$ cat src/design/ccp_pkg.sv
// constants, register map and state types of the clock and power controller
// Function
// - after any reset the cpu runs from the internal RC oscillator until software switches
// - software may select internal RC, main or RTC oscillator as pll input
// - internal RC runs nominally at 4 MHz; wake-up counts assume that rate
// - pll input pre-divider N is programmable from 1 to 256
// - multiplier M spans 1 to 32768; software keeps the oscillator in 275-550 MHz
// - cpu clock equals pll input unless the pll is active and connected
// - reset and power-down disable and bypass the pll; only software re-enables
// - power-up and power-down wake restart from the internal RC oscillator
// - a wake-up timer qualifies the main oscillator before it may clock the cpu
// - idle halts execution until reset or interrupt; peripheral clocks keep running
// - sleep stops the oscillator and gates every internal clock; state is kept
// - sleep gates internal RC output but keeps it powered; RTC oscillator runs
// - sleep entry turns off and disconnects the pll and zeroes cpu/usb dividers
// - sleep ends only by reset or clockless wake interrupt; flash stays powered
// - sleep wake resumes after 4 internal RC cycles, or 4096 main cycles
// - power-down does all sleep actions and also powers off internal RC and flash
// - power-down wake allows 60 us RC start, then 4 RC cycles before resuming
// - flash counter covers 100 us after power-down wake; flash blocked until then
// - each peripheral has its own software clock gate and clock divider
package ccp_pkg;
  localparam int unsigned CLK_PERIOD_NS = 8;
  localparam int unsigned RCO_KHZ = 4000;
  localparam int unsigned MAIN_OSC_KHZ = 12000;
  localparam int unsigned RCO_PERIOD_NS = 1000000 / RCO_KHZ;
  localparam int unsigned RCO_CYC =
    (RCO_PERIOD_NS + CLK_PERIOD_NS - 1) / CLK_PERIOD_NS;
  localparam int unsigned RESUME_RCO_CYCLES_OF_RCO = 4;
  localparam int unsigned RESUME_RCO_CYC = RESUME_RCO_CYCLES_OF_RCO * RCO_CYC;
  localparam int unsigned MAIN_WAKE_CYCLES_OF_MAIN = 4096;
  localparam int unsigned MAIN_WAKE_CYC =
    (MAIN_WAKE_CYCLES_OF_MAIN * 125000) / MAIN_OSC_KHZ;
  localparam int unsigned RCO_START_US = 60;
  localparam int unsigned RCO_START_CYC =
    (RCO_START_US * 1000 + CLK_PERIOD_NS - 1) / CLK_PERIOD_NS;
  localparam int unsigned FLASH_START_US = 100;
  localparam int unsigned FLASH_START_CYC =
    (FLASH_START_US * 1000 + CLK_PERIOD_NS - 1) / CLK_PERIOD_NS;
  localparam int unsigned SWITCH_HOLD_CYC = 2 * RCO_CYC;
  localparam int unsigned NUM_PERIPH = 16;
  localparam int unsigned CNT_W = 16;

  localparam logic [7:0] OFS_CLKSRC = 8'h00;
  localparam logic [7:0] OFS_PLLCFG = 8'h04;
  localparam logic [7:0] OFS_PLLCTRL = 8'h08;
  localparam logic [7:0] OFS_PLLSTAT = 8'h0c;
  localparam logic [7:0] OFS_CPUDIV = 8'h10;
  localparam logic [7:0] OFS_USBDIV = 8'h14;
  localparam logic [7:0] OFS_PGATE = 8'h18;
  localparam logic [7:0] OFS_PDIV = 8'h1c;
  localparam logic [7:0] OFS_PMODE = 8'h20;
  localparam logic [7:0] OFS_STATUS = 8'h24;
  localparam logic [7:0] OFS_OSCCTRL = 8'h28;

  localparam int unsigned PLLCFG_M_LSB = 0;
  localparam int unsigned PLLCFG_N_LSB = 16;
  localparam logic [15:0] PGATE_RESET = 16'hffff;

  typedef enum logic [1:0] {
    CCP_SRC_RCO = 2'b00,
    CCP_SRC_MAIN = 2'b01,
    CCP_SRC_RTC = 2'b10
  } ccp_src_type;

  typedef enum logic [1:0] {
    CCP_CMD_RUN = 2'b00,
    CCP_CMD_IDLE = 2'b01,
    CCP_CMD_SLEEP = 2'b10,
    CCP_CMD_PDOWN = 2'b11
  } ccp_cmd_type;

  typedef enum logic [2:0] {
    CCP_PM_RUN = 3'b000,
    CCP_PM_IDLE = 3'b001,
    CCP_PM_SLEEP = 3'b010,
    CCP_PM_PDOWN = 3'b011,
    CCP_PM_RCO_START = 3'b100,
    CCP_PM_RESUME = 3'b101
  } ccp_pm_type;

  typedef enum logic [1:0] {
    CCP_SW_IDLE = 2'b00,
    CCP_SW_GATE = 2'b01,
    CCP_SW_SETTLE = 2'b10
  } ccp_sw_type;
endpackage

$ cat src/design/ccp_clock_power.sv
// clock source, pll control, peripheral clock gating and power-mode sequencer
//
// Our own choices: the placing of the registers and register access over Wishbone.
`timescale 1ns/10ps
module ccp_clock_power #(
  parameter int unsigned RCO_START_CYCLES = ccp_pkg::RCO_START_CYC,
  parameter int unsigned FLASH_START_CYCLES = ccp_pkg::FLASH_START_CYC,
  parameter int unsigned MAIN_WAKE_CYCLES = ccp_pkg::MAIN_WAKE_CYC
)(
  input wire logic clk,
  input wire logic rst,
  input wire logic wb_cyc_i,
  input wire logic wb_stb_i,
  input wire logic wb_we_i,
  input wire logic [7:0] wb_adr_i,
  input wire logic [3:0] wb_sel_i,
  input wire logic [31:0] wb_dat_i,
  output logic [31:0] wb_dat_o,
  output logic wb_ack_o,
  input wire logic pll_lock_i,
  input wire logic irq_any_i,
  input wire logic wake_irq_i,
  output logic [1:0] clk_src_sel_o,
  output logic [7:0] pll_pre_div_o,
  output logic [14:0] pll_mult_o,
  output logic pll_enable_o,
  output logic pll_connect_o,
  output logic [7:0] cpu_clk_div_o,
  output logic [3:0] usb_clk_div_o,
  output logic cpu_clk_en_o,
  output logic [ccp_pkg::NUM_PERIPH-1:0] periph_clk_en_o,
  output logic [2*ccp_pkg::NUM_PERIPH-1:0] periph_clk_div_o,
  output logic main_osc_en_o,
  output logic irc_power_o,
  output logic irc_out_en_o,
  output logic flash_power_o,
  output logic flash_ready_o,
  output logic [2:0] pm_state_o
);
  localparam logic [ccp_pkg::CNT_W-1:0] RCO_START_N =
    ccp_pkg::CNT_W'(RCO_START_CYCLES - 1);
  localparam logic [ccp_pkg::CNT_W-1:0] FLASH_START_N =
    ccp_pkg::CNT_W'(FLASH_START_CYCLES - 1);
  localparam logic [ccp_pkg::CNT_W-1:0] MAIN_WAKE_N =
    ccp_pkg::CNT_W'(MAIN_WAKE_CYCLES - 1);
  localparam logic [ccp_pkg::CNT_W-1:0] RESUME_RCO_N =
    ccp_pkg::CNT_W'(ccp_pkg::RESUME_RCO_CYC - 1);
  localparam logic [ccp_pkg::CNT_W-1:0] SWITCH_HOLD_N =
    ccp_pkg::CNT_W'(ccp_pkg::SWITCH_HOLD_CYC - 1);

  function automatic logic [31:0] merge(input logic [31:0] old,
                                        input logic [31:0] nw,
                                        input logic [3:0] sel);
    logic [31:0] r;
    r = old;
    for (int b = 0; b < 4; b++)
    begin
      if (sel[b])
      begin
        r[8*b +: 8] = nw[8*b +: 8];
      end
    end
    return r;
  endfunction

  ccp_pkg::ccp_pm_type pm_q;
  ccp_pkg::ccp_sw_type sw_q;
  ccp_pkg::ccp_src_type src_req_q;
  ccp_pkg::ccp_src_type src_act_q;
  logic ack_q;
  logic [31:0] rdata_q;
  logic [7:0] pll_n_q;
  logic [14:0] pll_m_q;
  logic pll_en_q;
  logic pll_conn_q;
  logic conn_act_q;
  logic [7:0] cpu_div_q;
  logic [3:0] usb_div_q;
  logic [15:0] pgate_q;
  logic [31:0] pdiv_q;
  logic main_en_q;
  logic main_ok_q;
  logic [ccp_pkg::CNT_W-1:0] main_cnt_q;
  logic [ccp_pkg::CNT_W-1:0] pm_cnt_q;
  logic [ccp_pkg::CNT_W-1:0] sw_cnt_q;
  logic [ccp_pkg::CNT_W-1:0] fl_cnt_q;
  logic flash_pwr_q;
  logic flash_rdy_q;
  logic cpu_en_q;
  logic [ccp_pkg::NUM_PERIPH-1:0] pclk_en_q;
  logic wb_req;
  logic wr;
  logic [31:0] rsel;
  logic [31:0] pllcfg_w;
  logic [31:0] m_word;
  logic [31:0] pgate_w;
  logic enter_idle;
  logic enter_sleep;
  logic enter_pd;
  logic stop_entry;
  logic clocks_on;
  ccp_pkg::ccp_src_type src_tgt;
  logic conn_tgt;

  assign wb_req = wb_cyc_i & wb_stb_i & ~ack_q;
  assign wr = wb_req & wb_we_i;
  assign m_word = merge(32'h0000_0000, wb_dat_i, wb_sel_i);
  assign pllcfg_w = merge({8'h00, pll_n_q, 1'b0, pll_m_q}, wb_dat_i, wb_sel_i);
  assign pgate_w = merge({16'h0, pgate_q}, wb_dat_i, wb_sel_i);
  assign enter_idle = wr & (wb_adr_i == ccp_pkg::OFS_PMODE) & wb_sel_i[0]
    & (m_word[1:0] == ccp_pkg::CCP_CMD_IDLE) & (pm_q == ccp_pkg::CCP_PM_RUN);
  assign enter_sleep = wr & (wb_adr_i == ccp_pkg::OFS_PMODE) & wb_sel_i[0]
    & (m_word[1:0] == ccp_pkg::CCP_CMD_SLEEP) & (pm_q == ccp_pkg::CCP_PM_RUN);
  assign enter_pd = wr & (wb_adr_i == ccp_pkg::OFS_PMODE) & wb_sel_i[0]
    & (m_word[1:0] == ccp_pkg::CCP_CMD_PDOWN) & (pm_q == ccp_pkg::CCP_PM_RUN);
  assign stop_entry = enter_sleep | enter_pd;
  assign clocks_on = (pm_q == ccp_pkg::CCP_PM_RUN)
    | (pm_q == ccp_pkg::CCP_PM_IDLE);

  // wishbone slave: one wait state, unmapped reads return zero
  always_ff @(posedge clk)
  begin
    if (rst)
    begin
      ack_q <= 1'b0;
      rdata_q <= 32'h0000_0000;
    end
    else
    begin
      ack_q <= wb_req;
      if (wb_req)
      begin
        rdata_q <= rsel;
      end
    end
  end

  always_comb
  begin
    rsel = 32'h0000_0000;
    unique case (wb_adr_i)
      ccp_pkg::OFS_CLKSRC: rsel = {30'h0, src_req_q};
      ccp_pkg::OFS_PLLCFG: rsel = {8'h00, pll_n_q, 1'b0, pll_m_q};
      ccp_pkg::OFS_PLLCTRL: rsel = {30'h0, pll_conn_q, pll_en_q};
      ccp_pkg::OFS_PLLSTAT: rsel = {27'h0, src_act_q, pll_lock_i, conn_act_q,
                                    pll_en_q};
      ccp_pkg::OFS_CPUDIV: rsel = {24'h0, cpu_div_q};
      ccp_pkg::OFS_USBDIV: rsel = {28'h0, usb_div_q};
      ccp_pkg::OFS_PGATE: rsel = {16'h0, pgate_q};
      ccp_pkg::OFS_PDIV: rsel = pdiv_q;
      ccp_pkg::OFS_STATUS: rsel = {26'h0, flash_rdy_q, main_ok_q, 1'b0, pm_q};
      ccp_pkg::OFS_OSCCTRL: rsel = {31'h0, main_en_q};
      default: rsel = 32'h0000_0000;
    endcase
  end

  // clock source request; reset and power-down fall back to the RC oscillator
  always_ff @(posedge clk)
  begin
    if (rst | enter_pd)
    begin
      src_req_q <= ccp_pkg::CCP_SRC_RCO;
    end
    else if (wr & (wb_adr_i == ccp_pkg::OFS_CLKSRC) & wb_sel_i[0]
             & (m_word[1:0] != 2'b11))
    begin
      src_req_q <= ccp_pkg::ccp_src_type'(m_word[1:0]);
    end
  end

  // pll configuration: stored as divider-1 and multiplier-1
  always_ff @(posedge clk)
  begin
    if (rst)
    begin
      pll_n_q <= 8'h00;
      pll_m_q <= 15'h0000;
    end
    else if (wr & (wb_adr_i == ccp_pkg::OFS_PLLCFG))
    begin
      pll_n_q <= pllcfg_w[ccp_pkg::PLLCFG_N_LSB +: 8];
      pll_m_q <= pllcfg_w[ccp_pkg::PLLCFG_M_LSB +: 15];
    end
  end

  // pll enable/connect, cleared by reset, sleep and power-down entry
  always_ff @(posedge clk)
  begin
    if (rst | stop_entry)
    begin
      pll_en_q <= 1'b0;
      pll_conn_q <= 1'b0;
    end
    else if (wr & (wb_adr_i == ccp_pkg::OFS_PLLCTRL) & wb_sel_i[0])
    begin
      pll_en_q <= m_word[0];
      pll_conn_q <= m_word[1];
    end
  end

  // cpu and usb dividers zeroed on stop entry
  always_ff @(posedge clk)
  begin
    if (rst | stop_entry)
    begin
      cpu_div_q <= 8'h00;
      usb_div_q <= 4'h0;
    end
    else if (wr & (wb_adr_i == ccp_pkg::OFS_CPUDIV) & wb_sel_i[0])
    begin
      cpu_div_q <= m_word[7:0];
    end
    else if (wr & (wb_adr_i == ccp_pkg::OFS_USBDIV) & wb_sel_i[0])
    begin
      usb_div_q <= m_word[3:0];
    end
  end

  // peripheral gates and dividers; kept through sleep
  always_ff @(posedge clk)
  begin
    if (rst)
    begin
      pgate_q <= ccp_pkg::PGATE_RESET;
      pdiv_q <= 32'h0000_0000;
    end
    else if (wr & (wb_adr_i == ccp_pkg::OFS_PGATE))
    begin
      pgate_q <= pgate_w[15:0];
    end
    else if (wr & (wb_adr_i == ccp_pkg::OFS_PDIV))
    begin
      pdiv_q <= merge(pdiv_q, wb_dat_i, wb_sel_i);
    end
  end

  // main oscillator enable; the oscillator stops in sleep and power-down
  always_ff @(posedge clk)
  begin
    if (rst | stop_entry)
    begin
      main_en_q <= 1'b0;
    end
    else if (wr & (wb_adr_i == ccp_pkg::OFS_OSCCTRL) & wb_sel_i[0])
    begin
      main_en_q <= m_word[0];
    end
  end

  // wake-up timer qualifying the main oscillator after each start
  always_ff @(posedge clk)
  begin
    if (rst | ~main_en_q)
    begin
      main_cnt_q <= '0;
      main_ok_q <= 1'b0;
    end
    else if (~main_ok_q)
    begin
      if (main_cnt_q == MAIN_WAKE_N)
      begin
        main_ok_q <= 1'b1;
      end
      else
      begin
        main_cnt_q <= main_cnt_q + 1'b1;
      end
    end
  end

  // main oscillator is used only once qualified; pll only when locked
  assign src_tgt = (src_req_q == ccp_pkg::CCP_SRC_MAIN & ~main_ok_q)
    ? src_act_q : src_req_q;
  assign conn_tgt = pll_conn_q & pll_en_q & pll_lock_i;

  // glitch-free switcher: gate the cpu clock, change, settle, ungate
  always_ff @(posedge clk)
  begin
    if (rst | enter_pd)
    begin
      sw_q <= ccp_pkg::CCP_SW_IDLE;
      sw_cnt_q <= '0;
      src_act_q <= ccp_pkg::CCP_SRC_RCO;
      conn_act_q <= 1'b0;
    end
    else if (enter_sleep | (~pll_en_q & conn_act_q))
    begin
      sw_q <= ccp_pkg::CCP_SW_IDLE;
      sw_cnt_q <= '0;
      conn_act_q <= 1'b0;
    end
    else
    begin
      unique case (sw_q)
        ccp_pkg::CCP_SW_IDLE:
        begin
          if ((pm_q == ccp_pkg::CCP_PM_RUN)
              & ((src_tgt != src_act_q) | (conn_tgt != conn_act_q)))
          begin
            sw_q <= ccp_pkg::CCP_SW_GATE;
            sw_cnt_q <= '0;
          end
        end
        ccp_pkg::CCP_SW_GATE:
        begin
          if (sw_cnt_q == SWITCH_HOLD_N)
          begin
            src_act_q <= src_tgt;
            conn_act_q <= conn_tgt;
            sw_q <= ccp_pkg::CCP_SW_SETTLE;
            sw_cnt_q <= '0;
          end
          else
          begin
            sw_cnt_q <= sw_cnt_q + 1'b1;
          end
        end
        ccp_pkg::CCP_SW_SETTLE:
        begin
          if (sw_cnt_q == SWITCH_HOLD_N)
          begin
            sw_q <= ccp_pkg::CCP_SW_IDLE;
          end
          else
          begin
            sw_cnt_q <= sw_cnt_q + 1'b1;
          end
        end
        default: sw_q <= ccp_pkg::CCP_SW_IDLE;
      endcase
    end
  end

  // power-mode sequencer
  always_ff @(posedge clk)
  begin
    if (rst)
    begin
      pm_q <= ccp_pkg::CCP_PM_RUN;
      pm_cnt_q <= '0;
    end
    else
    begin
      unique case (pm_q)
        ccp_pkg::CCP_PM_RUN:
        begin
          pm_cnt_q <= '0;
          if (enter_idle)
          begin
            pm_q <= ccp_pkg::CCP_PM_IDLE;
          end
          else if (enter_sleep)
          begin
            pm_q <= ccp_pkg::CCP_PM_SLEEP;
          end
          else if (enter_pd)
          begin
            pm_q <= ccp_pkg::CCP_PM_PDOWN;
          end
        end
        ccp_pkg::CCP_PM_IDLE:
        begin
          if (irq_any_i)
          begin
            pm_q <= ccp_pkg::CCP_PM_RUN;
          end
        end
        ccp_pkg::CCP_PM_SLEEP:
        begin
          if (wake_irq_i)
          begin
            pm_q <= ccp_pkg::CCP_PM_RESUME;
            pm_cnt_q <= (src_act_q == ccp_pkg::CCP_SRC_MAIN)
              ? MAIN_WAKE_N : RESUME_RCO_N;
          end
        end
        ccp_pkg::CCP_PM_PDOWN:
        begin
          if (wake_irq_i)
          begin
            pm_q <= ccp_pkg::CCP_PM_RCO_START;
            pm_cnt_q <= RCO_START_N;
          end
        end
        ccp_pkg::CCP_PM_RCO_START:
        begin
          if (pm_cnt_q == '0)
          begin
            pm_q <= ccp_pkg::CCP_PM_RESUME;
            pm_cnt_q <= RESUME_RCO_N;
          end
          else
          begin
            pm_cnt_q <= pm_cnt_q - 1'b1;
          end
        end
        ccp_pkg::CCP_PM_RESUME:
        begin
          if (pm_cnt_q == '0)
          begin
            pm_q <= ccp_pkg::CCP_PM_RUN;
          end
          else
          begin
            pm_cnt_q <= pm_cnt_q - 1'b1;
          end
        end
        default: pm_q <= ccp_pkg::CCP_PM_RUN;
      endcase
    end
  end

  // flash power and wake-up counter after power-down
  always_ff @(posedge clk)
  begin
    if (rst)
    begin
      flash_pwr_q <= 1'b1;
      flash_rdy_q <= 1'b1;
      fl_cnt_q <= '0;
    end
    else if (enter_pd)
    begin
      flash_pwr_q <= 1'b0;
      flash_rdy_q <= 1'b0;
    end
    else if ((pm_q == ccp_pkg::CCP_PM_PDOWN) & wake_irq_i)
    begin
      flash_pwr_q <= 1'b1;
      fl_cnt_q <= FLASH_START_N;
    end
    else if (flash_pwr_q & ~flash_rdy_q)
    begin
      if (fl_cnt_q == '0)
      begin
        flash_rdy_q <= 1'b1;
      end
      else
      begin
        fl_cnt_q <= fl_cnt_q - 1'b1;
      end
    end
  end

  // cpu clock enable: off outside run and while the switcher holds it
  always_ff @(posedge clk)
  begin
    if (rst)
    begin
      cpu_en_q <= 1'b1;
    end
    else
    begin
      cpu_en_q <= (pm_q == ccp_pkg::CCP_PM_RUN) & ~stop_entry & ~enter_idle
        & ~((sw_q == ccp_pkg::CCP_SW_IDLE)
            & ((src_tgt != src_act_q) | (conn_tgt != conn_act_q)))
        & (sw_q == ccp_pkg::CCP_SW_IDLE);
    end
  end

  genvar gi;
  generate
    for (gi = 0; gi < ccp_pkg::NUM_PERIPH; gi++)
    begin : g_pclk
      always_ff @(posedge clk)
      begin
        if (rst)
        begin
          pclk_en_q[gi] <= 1'b1;
        end
        else
        begin
          pclk_en_q[gi] <= pgate_q[gi] & clocks_on & ~stop_entry;
        end
      end
      assign periph_clk_div_o[2*gi +: 2] = pdiv_q[2*gi +: 2];
    end
  endgenerate

  assign wb_ack_o = ack_q;
  assign wb_dat_o = rdata_q;
  assign clk_src_sel_o = src_act_q;
  assign pll_pre_div_o = pll_n_q;
  assign pll_mult_o = pll_m_q;
  assign pll_enable_o = pll_en_q;
  assign pll_connect_o = conn_act_q;
  assign cpu_clk_div_o = cpu_div_q;
  assign usb_clk_div_o = usb_div_q;
  assign cpu_clk_en_o = cpu_en_q;
  assign periph_clk_en_o = pclk_en_q;
  assign main_osc_en_o = main_en_q;
  // rc stays powered in sleep, output gated until the core resumes
  assign irc_power_o = (pm_q != ccp_pkg::CCP_PM_PDOWN);
  assign irc_out_en_o = clocks_on | (pm_q == ccp_pkg::CCP_PM_RESUME);
  assign flash_power_o = flash_pwr_q;
  assign flash_ready_o = flash_rdy_q;
  assign pm_state_o = pm_q;
endmodule

$ cat config.mk
export PLATFORM = sky130hd
export DESIGN_NAME = ccp_clock_power
export DESIGN_NICKNAME = d
export VERILOG_FILES = /design/src/design/ccp_pkg.sv /design/src/design/ccp_clock_power.sv
export SDC_FILE = /design/constraint.sdc
export NUM_CORES = 1
export LEC_CHECK = 0
export ABC_CLOCK_PERIOD_IN_PS = 3350
export BUFFER_PORTS_ARGS = -buffer_cell sky130_fd_sc_hd__clkbuf_2
export CORE_MARGIN = 3
export CORE_UTILIZATION = 51
export CTS_CLUSTER_DIAMETER = 100
export CTS_CLUSTER_SIZE = 12
export DETAILED_ROUTE_END_ITERATION = 7
export HOLD_SLACK_MARGIN = 0.05
export PLACE_DENSITY = 0.83
export SLEW_MARGIN = 10
export SYNTH_ARGS = -nofsm -noshare
export SYNTH_HDL_FRONTEND = slang
export SYNTH_SLANG_ARGS = --single-unit
$ cat constraint.sdc
create_clock -name clk -period 3.35 [get_ports clk]
set_input_delay 0.5025 -clock clk [delete_from_list [all_inputs] [get_ports clk]]
set_output_delay 0.5025 -clock clk [all_outputs]
set_load 0.005 [all_outputs]
## Word level (Yosys, flattened, before mapping)

Index checks and enable logic that the tools add are counted.
Widths: inputs -> output; s select.

| storage, ports and cells | value |
|---|---|
| flip-flop bits (word level) | 213 |
| bits of input ports | 52 |
| output and inout bits | 129 |
| word-level logic and storage cells | 248 |

| cells by class | value |
|---|---|
| add/sub/neg operators | 4 |
| equal/unequal tests | 41 |
| muxes and demuxes | 37 |
| bitwise operators | 90 |
| reductions and logical operators | 31 |

Operators with widths:

| operator | number |
|---|---|
| $pmux 32 s10 | 1 |
| $mux 16 | 11 |
| $pmux 16 s5 | 1 |
| $and 1x1->1 | 69 |
| $pmux 16 s3 | 1 |
| $add 16x1->16 const B | 2 |
| $eq 8x5->1 const B | 4 |
| $logic_not 16->1 | 2 |
| $sub 16x1->16 const B | 2 |
| $reduce_and 3->1 | 9 |
| $ne 2x2->1 const B | 13 |
| $eq 8x6->1 const B | 3 |
| $mux 3 | 8 |
| $pmux 3 s6 | 1 |
| $eq 16x16->1 const B | 1 |
| $eq 16x6->1 const B | 1 |
| $eq 8x4->1 const B | 2 |
| $reduce_and 2->1 | 8 |
| $not 1->1 | 13 |
| $eq 2x1->1 const B | 4 |
| $eq 8x3->1 const B | 1 |
| $logic_not 8->1 | 1 |
| $mux 1 | 8 |
| $mux 2 | 4 |
| 19 further kinds | 33 |

## Longest topological paths before layout

Gate-level depths: netlist (run 1).

| depth | value |
|---|---|
| depth in word-level cells | 13 |
| mapped depth | 9 |
| gate-level depth less buffers | 8 |

## Worst setup path before layout (run 1)

No wires, ideal clock.

| path | value |
|---|---|
| path kind | input-to-reg |
| start point | input port wb_adr_i[1] |
| end point | register sw_cnt_q[6] (netlist bit) |
| setup time | 0.114 ns |
| arrival | 2.042 ns |
| data required time | 3.236 ns |
| setup slack | 1.194 ns |
| cell stages on the path | 7 |
| buffers on the path | 1 |
| cells stage by stage | or4_4 > nor3_4 > nand2_1 > and3_1 > a21bo_4 > buf_6 > nor2_1 |

| on the way | value |
|---|---|
| word-level cells in the longest chain between the ends | 7 |
| elaborated cells on any way between the ends | 10 |
| classes of those cells | eq/ne: 1; bitwise: 8; reduce/logical: 1 |

RTL lines:

| what | line | RTL |
|---|---|---|
| from (decl) | ccp_clock_power.sv:15 | `input wire logic [7:0] wb_adr_i,` |
| $eq 8x6->1 * | ccp_clock_power.sv:112, ccp_clock_power.sv:114 |  |
| $and 1x1->1 * (2 in a row) | ccp_clock_power.sv:112, ccp_clock_power.sv:114 |  |
| $and 1x1->1, on equally long branches (2 in a row) | ccp_clock_power.sv:115, ccp_clock_power.sv:113 |  |
| $or 1x1->1, on equally long branches | ccp_clock_power.sv:279, ccp_clock_power.sv:286 |  |
| $reduce_or 2->1 (no line) * | n/a |  |
| to (signal assigned) | ccp_clock_power.sv:315 | `sw_cnt_q <= sw_cnt_q + 1'b1;` |
| to (signal assigned) | ccp_clock_power.sv:326 | `sw_cnt_q <= sw_cnt_q + 1'b1;` |
| to (decl) | ccp_clock_power.sv:85 | `logic [ccp_pkg::CNT_W-1:0] sw_cnt_q;` |

Mark *: on every way between the ends. The rest lies on a longest branch, timed or not.
A chain may end at the register's enable or synchronous reset.

## Worst setup path after layout (run 1)

| path | value |
|---|---|
| start point | register pm_q[1], in the netlist pm_state_o[1] |
| end point | output port irc_power_o |

| on the way | value |
|---|---|
| word-level cells in the longest chain between the ends | 1 |

RTL lines:

| what | line | RTL |
|---|---|---|
| from (decl) | ccp_clock_power.sv:66 | `ccp_pkg::ccp_pm_type pm_q;` |
| from (signal assigned) | ccp_clock_power.sv:339 | `pm_q <= ccp_pkg::CCP_PM_RUN;` |
| from (signal assigned) | ccp_clock_power.sv:350 | `pm_q <= ccp_pkg::CCP_PM_IDLE;` |
| from (signal assigned) | ccp_clock_power.sv:354 | `pm_q <= ccp_pkg::CCP_PM_SLEEP;` |
| $ne 3x2->1 | ccp_clock_power.sv:493 | `assign irc_power_o = (pm_q != ccp_pkg::CCP_PM_PDOWN);` |
| to (decl) | ccp_clock_power.sv:34 | `output logic irc_power_o,` |

Every way passes these cells.

==> flow_summary.yaml, run 1 <==
routing:
  wl_per_cell_um: 18.0
  drc_errors: 0
  via_count: 8901
  drtIter0Drc: 683
  detail-route-antenna-nets: 0
  drt_first_pass_iters: 5
  wirelength_um: 26800
  viasPerCell: 5.98
worst_setup_path:
  critPathMaxFanout: 11
  critPathLaunchType: "flop"
  criticalPathCategory: "flop to output pin"
  crit_path_end_kind: "output pin"
  regToRegSetupSlack_ns: 0.89
  cp_data_required_time_ns: 2.85
  arrival_ns: 2.04
sta:
  maxSlewViolCount: 0
  period_minus_slack_ns: 2.54
  tightestPinTransition_ns: 1.15
  maxClockFrequency_ghz: 0.394
  rsz0062_at_grt: "false"
  worst_hold_slack_ns: 0.258
  hold_violations: 0
  finalClockSkew_ns: 0.0104
  setup_viol: 0
  finalSetupTns_ns: 0
  post-route-period-util: 0.758
  max_slew_margin: 0.230
floorplan:
  core_um2: 18200
  fp.dieW_um: 143
  num_rows: 49
  dieArea_um2: 20500
  start_util: 0.527
  fp.dieH_um: 143
  num_io_pins: 181
yosys:
  synthesis.area_um2: 9600
  ys.warnings.count: 0
  synth-seq-cells: 213
  synth_fp_nets: 1151
  yosysMostFrequentCell: "dfxtp_1"
  synthCells: 1089
  yosysSeqAreaShare: 0.444
  synth_edf_count: 0
  synth_area_per_cell_um2: 8.82
  synth_top_flop_cell: "dfxtp_1"
  synth_top_area_cell: "dfxtp_1"
  synth-async-reset-ratio: 0
  synthTopCellsByArea: "dfxtp_1, mux2i_1, nor2_1, nand2_1, xor2_1"
  synthTopCellsByCount: "dfxtp_1, nor2_1, nand2_1"
  synth_top_area_frac: 0.444
  ys_types: 76
placed_design:
  place.gp.congestion: 0.921
  hpwl_um: 19200
  port_buffers: 180
  place_area_um2: 10700
outcome:
  status: "finished clean"
finish:
  drive_gt1_frac: 0.209
  fin_nets: 1321
  design_area_um2: 11300
  area_growth_pct: 17.4
global_route:
  grt_max_degree: 66
  grt_pass1_wl_um: 41600
  grt_usage: 0.247
  grt-ovfl-total: 0
  grt_pass1_vias: 8314
  antenna_found_initial: 1
pwr:
  worst_ir_drop_vdd_uv: 319
  power_density_nw_per_um2: 424
  p_leak_nw: 4.98
clock_tree:
  clk_pin_slew_ns: 0.06
  cts.sinks: 213
  hold_buffers: 0
  post_cts_buffers: 0
  cts_resized: 0
  cts_tree: "built"
  cts_buffers: 21
  htree_levels: 1
  ctsRootBufferMaster: "clkbuf_16"
  clockBufferDepth: 3
  insertion_delay_ns: 0.49
job:
  cap_violations: 0
worst_hold_path:
  min_path_type: "primary input to flop"
## kinds of logic (layout without fill, tap and decap cells)
logic type                 Yosys count  in the layout  share of synthesized area
and+or+nand+nor                    484            484                      0.251
DFF                                213            213                      0.444
AOI/OAI and AO/OA                  185            185                      0.136
muxes                               80             80                     0.0839
buffers and inverters               71            241                     0.0306
xor gates and xnor gates            46             46                     0.0420
adders and majority gates           10             10                     0.0130
other                                0              1                          0
## area by class of cell
class	instances	area (um^2)
diodes	1	2.50
inverters	15	56.3
repair buffers	203	1080
multi-input cells	805	5050
fillers	1523	6930
clock inverters	2	13.8
well taps	229	287
flip-flops and latches	213	4260
clock buffers	21	526
## per-stage QoR
stage,util,worst slack [ns],instances,power (W)
floorplan,-,1.19,1089,0.00272
global placement,0.589,0.677,1465,0.00282
detailed placement,0.589,0.635,1465,0.00282
CTS,0.619,0.789,1488,0.00482
global route,0.619,0.621,1489,0.00493
finish,0.619,0.811,1489,0.00479
## critical path: stages (launching register included)
cell,delay (ns)
dfxtp_1,0.50
buf_4,0.24
nor2b_1,0.44
nand2_1,0.20
clkbuf_2,0.15
## where the power goes
group | internal [W] | leakage (nW) | switching [W]
clock network | 0.00111 | 0.267 | 0.000902
logic | 0.0000725 | 2.99 | 0.000142
registers | 0.00255 | 1.72 | 0.00000886
## placed cells by master (no fill, tap or decap), drive strengths merged, types with 4 or more instances in the layout
master and instances:
dfxtp 213, clkbuf 200, nor2 166, nand2 108, mux2i 76, nand3 60
a21oi 40, xor2 39, nor3 38, o21ai 35, a21o 30, buf 24
nand4 22, and3 19, a22oi 16, inv 15, a221oi 11, nor2b 10
nand2b 10, ha 10, nor4 10, or3 8, a22o 8, and4 7
xnor2 7, a31oi 7, o22ai 6, a2bb2oi 5, nand3b 4, mux2 4
nor4b 4, and2 4
## path summary, 6_finish.rpt
kind / start / depth (start not counted) / end
setup / recovery: pm_state_o[1]$_SDFFE_PP0P_ / 4 / irc_power_o
hold / removal: wb_dat_i[30] / 3 / periph_clk_div_o[30]$_SDFFE_PP0P_
setup reg to reg: pm_state_o[1]$_SDFFE_PP0P_ / 7 / pm_cnt_q[8]$_SDFFE_PP0P_
hold reg to reg: wb_dat_o[26]$_SDFFE_PP0N_ / 2 / wb_dat_o[26]$_SDFFE_PP0N_
## per-layer routing
metal,up-vias,global-route usage,part of all wire
met5,-,0,0
met4,0,0.111,0.041
met3,92,0.0482,0.088
met2,440,0.404,0.46
met1,4161,0.317,0.41
li1,4208,-,-
## flip-flops by register name, indices dropped and copies added, names as in the netlist, 15 cells and up
name	cells
periph_clk_en_o	16
wb_dat_o	32
sw_cnt_q	16
fl_cnt_q	16
pm_cnt_q	16
pll_mult_o	15
periph_clk_div_o	32
pgate_q	16
main_cnt_q	16
Power figures use the tool's default switching activity.
==> run 2: changes to the inputs <==
- ABC_AREA: unset -> 1
- ABC_CLOCK_PERIOD_IN_PS: 3350 -> 2400
- clock period: 3.35 -> 2.4 ns (I/O delays scaled with it)
==> flow_summary.yaml, run 2 <==
finish:
  n_antenna_cell: 0
  multiInputGateArea_um2: 5420
  fill_cells: 1814
  layout_commonest_cell: "nand2_1"
  regArea_um2: 4260
  fin_nets: 1802
  layout_common_cells: "nand2_1, dfxtp_1, clkbuf_2, a21oi_1, nor2_1"
  area_growth_pct: 15.8
  drive_gt1_frac: 0.154
sta:
  hold_violations: 0
  rsz0062_at_grt: "false"
  maxClockFrequency_ghz: 0.479
  period_minus_slack_ns: 2.09
  setup_viol: 0
  finalClockSkew_ns: 0.0117
  maxSlewViolCount: 0
  finalSetupTns_ns: 0
  tightestPinTransition_ns: 0.817
  max_slew_margin: 0.455
  post-route-period-util: 0.869
worst_setup_path:
  worstPathCellList: "inv_1 > ha_1 > nand2_1 > nor2_1 > nand3_1 > nand3_4 > clkinv_2 > o21ai_0 > nor2_1"
  cp_common_cell: "nor2_1"
  worst-path-buf-inv: 2
  startpoint: "fl_cnt_q[0]$_SDFFE_PP0P_"
  arrival_ns: 2.47
  cp_data_required_time_ns: 2.78
  cp_slowest_cell: "dfxtp_1"
  regToRegSetupSlack_ns: 0.31
  critical-path-top-delay-family: "simple AND/OR/NAND/NOR gates"
  critPathLaunchType: "flop"
  criticalPathCategory: "flop to flop"
  rr_startpoint: "fl_cnt_q[0]$_SDFFE_PP0P_"
  slowest_delay_ns: 0.32
  crit_path_end_kind: "flop"
  critPathMaxFanout: 17
routing:
  drc_errors: 0
  wirelength_um: 29900
  drtIter0Drc: 902
  wl_per_cell_um: 14.9
  viasPerCell: 5.43
  via_count: 10900
  detail-route-antenna-nets: 0
  drt_first_pass_iters: 6
global_route:
  grt-ovfl-total: 0
  antenna_found_initial: 0
  grt_max_degree: 93
  grt_usage: 0.260
  grt_pass1_vias: 9822
  grt_pass1_wl_um: 48600
yosys:
  synthCells: 1573
  synth-seq-cells: 213
  synthTopCellsByArea: "dfxtp_1, nand2_1, a21oi_1, nor2_1, nand3_1"
  synth_fp_nets: 1635
  synth_edf_count: 0
  synth_top_flop_cell: "dfxtp_1"
  synth_top_area_cell: "dfxtp_1"
  synthesis.area_um2: 10500
  yosysSeqAreaShare: 0.405
  ys_types: 41
  ys.warnings.count: 0
  synthTopCellsByCount: "nand2_1, dfxtp_1, a21oi_1"
  synth_top_area_frac: 0.405
  yosysMostFrequentCell: "nand2_1"
  synth_area_per_cell_um2: 6.69
  synth-async-reset-ratio: 0
clock_tree:
  cts_tree: "built"
  cts.sinks: 213
  htree_levels: 1
  cts_buffers: 21
  hold_buffers: 0
  clk_pin_slew_ns: 0.06
  clockBufferDepth: 3
  post_cts_buffers: 0
  insertion_delay_ns: 0.49
  cts_resized: 0
  ctsRootBufferMaster: "clkbuf_16"
job:
  cap_violations: 0
placed_design:
  port_buffers: 180
  hpwl_um: 22300
  place.gp.congestion: 0.916
floorplan:
  core_um2: 19800
  dieArea_um2: 22400
  num_rows: 51
  fp.dieH_um: 150
  start_util: 0.530
  num_io_pins: 181
  fp.dieW_um: 150
outcome:
  status: "finished clean"
pwr:
  power_density_nw_per_um2: 769
  total_power_w: 0.00937
  p_leak_nw: 5.37
  worst_ir_drop_vdd_uv: 557
worst_hold_path:
  min_path_type: "primary input to flop"
  hp-start: "wb_dat_i[12]"
==> run 2: where the power goes <==
group | internal (W) | switching [W] | total, W
combinational | 0.000903 | 0.00180 | 0.00271
clock | 0.00154 | 0.00126 | 0.00280
sequential | 0.00370 | 0.000162 | 0.00386
==> run 2: worst paths after layout <==
kind,depth (start not counted),endpoint
hold / removal,3,pgate_q[12]$_SDFFE_PP1P_
setup reg to reg,9,fl_cnt_q[0]$_SDFFE_PP0P_
hold reg to reg,2,wb_dat_o[26]$_SDFFE_PP0N_
setup / recovery,9,fl_cnt_q[0]$_SDFFE_PP0P_
==> run 2: final cells by class <==
type / count / share of cell area
clock inverter: 1 / 0.000411
inverter: 159 / 0.0491
sequential: 213 / 0.350
tap: 265 / 0.0272
timing repair buffer: 198 / 0.0860
multi-input combinational: 1147 / 0.444
clock buffer: 21 / 0.0431
==> run 2: logic make-up after synthesis <==
kind of cell,synth area share
fa+ha+maj,0.0119
mux,0.000951
xor+xnor,0.0250
simple gates,0.322
buf+inv,0.0805
flops,0.405
compound gates,0.155
==> run 2: per-layer routing <==
metal,up-vias,global-route usage,part of all wire
met2,443,0.381,0.42
li1,5419,-,-
met4,0,0.0915,0.038
met5,-,0,0
met3,81,0.0478,0.089
met1,4948,0.382,0.45
==> run 2: per-stage QoR <==
stage / instance area (um^2) / instances / worst slack (ns) / hold WS [ns] / utilization
6_report: 12200 / 2004 / 0.314 / 0.113 / 0.614
5_1_grt: 12200 / 2004 / 0.0700 / 0.105 / 0.614
4_1_cts: 12200 / 2004 / 0.327 / 0.0994 / 0.614
3_5_place_dp: 11700 / 1982 / 0.259 / 0.454 / 0.587
3_3_place_gp: 11700 / 1982 / 0.318 / 0.452 / 0.587
2_1_floorplan: 10500 / 1573 / 0.759 / 0.440 / -
==> run 2: tightest hold or removal path, cell delays in order <==
cell      delay, ns
clkbuf_2       0.09
nand2_1        0.05
nand3_1        0.06
==> run 3: changes to the inputs <==
- CORE_UTILIZATION: 51 -> 40
- PLACE_DENSITY: 0.83 -> 0.69
==> flow_summary.yaml, run 3 (same netlist as run 2, synthesis figures left out) <==
outcome:
  status: "finished clean"
pwr:
  worst_ir_drop_vdd_uv: 545
  p_leak_nw: 5.40
  total_power_w: 0.00935
  power_density_nw_per_um2: 759
clock_tree:
  hold_buffers: 0
  ctsRootBufferMaster: "clkbuf_16"
  cts_buffers: 21
  insertion_delay_ns: 0.50
  htree_levels: 1
  cts_resized: 0
  cts.sinks: 213
  clockBufferDepth: 3
  cts_tree: "built"
  post_cts_buffers: 0
  clk_pin_slew_ns: 0.06
floorplan:
  dieArea_um2: 28300
  num_io_pins: 181
  core_um2: 25500
  start_util: 0.412
  fp.dieH_um: 168
  num_rows: 58
  fp.dieW_um: 168
routing:
  drt_first_pass_iters: 5
  detail-route-antenna-nets: 0
  drt-met1-wl_um: 15100
  drtIter0Drc: 1072
  drc_errors: 0
  viasPerCell: 5.18
  dr.max_layer_used: "met5"
  wl_per_cell_um: 15.9
  via_count: 10700
  dr_wl_met3_um: 2440
  wirelength_um: 32900
  wl_met2_um: 14600
global_route:
  grt_pass1_wl_um: 51800
  grt_pass1_vias: 9685
  antenna_found_initial: 1
  grt-ovfl-total: 0
  grt_usage: 0.222
  grt_max_degree: 67
finish:
  n_antenna_cell: 0
  final_cells: 2074
  drive_gt1_frac: 0.156
  layout_commonest_cell: "nand2_1"
  area_growth_pct: 16.9
  fin_nets: 1806
  layout_common_cells: "nand2_1, dfxtp_1, clkbuf_2, a21oi_1, nor2_1"
sta:
  finalClockSkew_ns: 0.00954
  period_minus_slack_ns: 2.12
  tightestPinTransition_ns: 0.726
  worst_hold_slack_ns: 0.0950
  maxClockFrequency_ghz: 0.471
  setup_viol: 0
  max_slew_margin: 0.516
  post-route-period-util: 0.885
  rsz0062_at_grt: "false"
  finalSetupTns_ns: 0
  hold_violations: 0
  maxSlewViolCount: 0
job:
  cap_violations: 0
worst_setup_path:
  worstPathCellList: "nor2_1 > nand2_1 > inv_1 > nand3_2 > nand2_2 > nor2_2 > inv_2 > a21oi_1"
  arrival_ns: 2.55
  r2r_cells: 8
  cp_data_required_time_ns: 2.82
  critPathMaxFanout: 11
  slowest_delay_ns: 0.54
  crit_path_end_kind: "flop"
  criticalPathCategory: "flop to flop"
  critPathLaunchType: "flop"
  cp_slowest_cell: "dfxtp_1"
  regToRegSetupSlack_ns: 0.28
worst_hold_path:
  whs_path_depth: 3
  min_path_type: "primary input to flop"
placed_design:
  place_inst: 2051
  hpwl_um: 24800
  port_buffers: 180
  place.gp.congestion: 0.922
[run 3: layout make-up]
type	count	area, um^2
tap	330	413
inverter	159	598
multi-input combinational	1147	5420
clock buffer	21	526
clock inverter	2	13.8
sequential	213	4260
timing repair buffer	202	1080
fill	2682	13200
[run 3: final timing paths]
path,from,endpoint
worst min-delay path,wb_dat_i[10],pgate_q[10]$_SDFFE_PP1P_
worst max-delay path,pm_state_o[0]$_SDFFE_PP0P_,sw_cnt_q[11]$_SDFFE_PP0P_
worst min register to register,wb_dat_o[29]$_SDFFE_PP0N_,wb_dat_o[29]$_SDFFE_PP0N_
worst max register to register,pm_state_o[0]$_SDFFE_PP0P_,sw_cnt_q[11]$_SDFFE_PP0P_
[run 3: critical path: cells and delay by family, from the launching register on]
family                 cells  cell delay, ns
buffers and inverters      2            0.32
AND/OR/NAND/NOR            5            1.00
flip-flops                 1            0.54
AO/OA/AOI/OAI              1            0.16
[run 3: per-layer routing]
metal | vias up | track usage
met2 | 356 | 0.346
li1 | 5428 | -
met5 | - | 0
met3 | 59 | 0.0434
met1 | 4898 | 0.316
met4 | 2 | 0.0562
[run 3: stage by stage]
| stage | area [um^2] | setup WS, ns | util |
|---|---|---|---|
| 6_report | 12300 | 0.276 | 0.482 |
| 5_1_grt | 12300 | 0.0837 | 0.482 |
| 4_1_cts | 12300 | 0.286 | 0.482 |
| 3_5_place_dp | 11800 | 0.142 | 0.461 |
| 3_3_place_gp | 11800 | 0.184 | 0.461 |
| 2_1_floorplan | 10500 | 0.759 | - |
[run 3: power by group]
part | switching (W) | leakage (nW) | total, W | internal [W]
combinational | 0.00172 | 3.41 | 0.00262 | 0.000900
clock | 0.00132 | 0.267 | 0.00287 | 0.00155
sequential | 0.000155 | 1.72 | 0.00386 | 0.00370
total | 0.00320 | 5.40 | 0.00935 | 0.00615
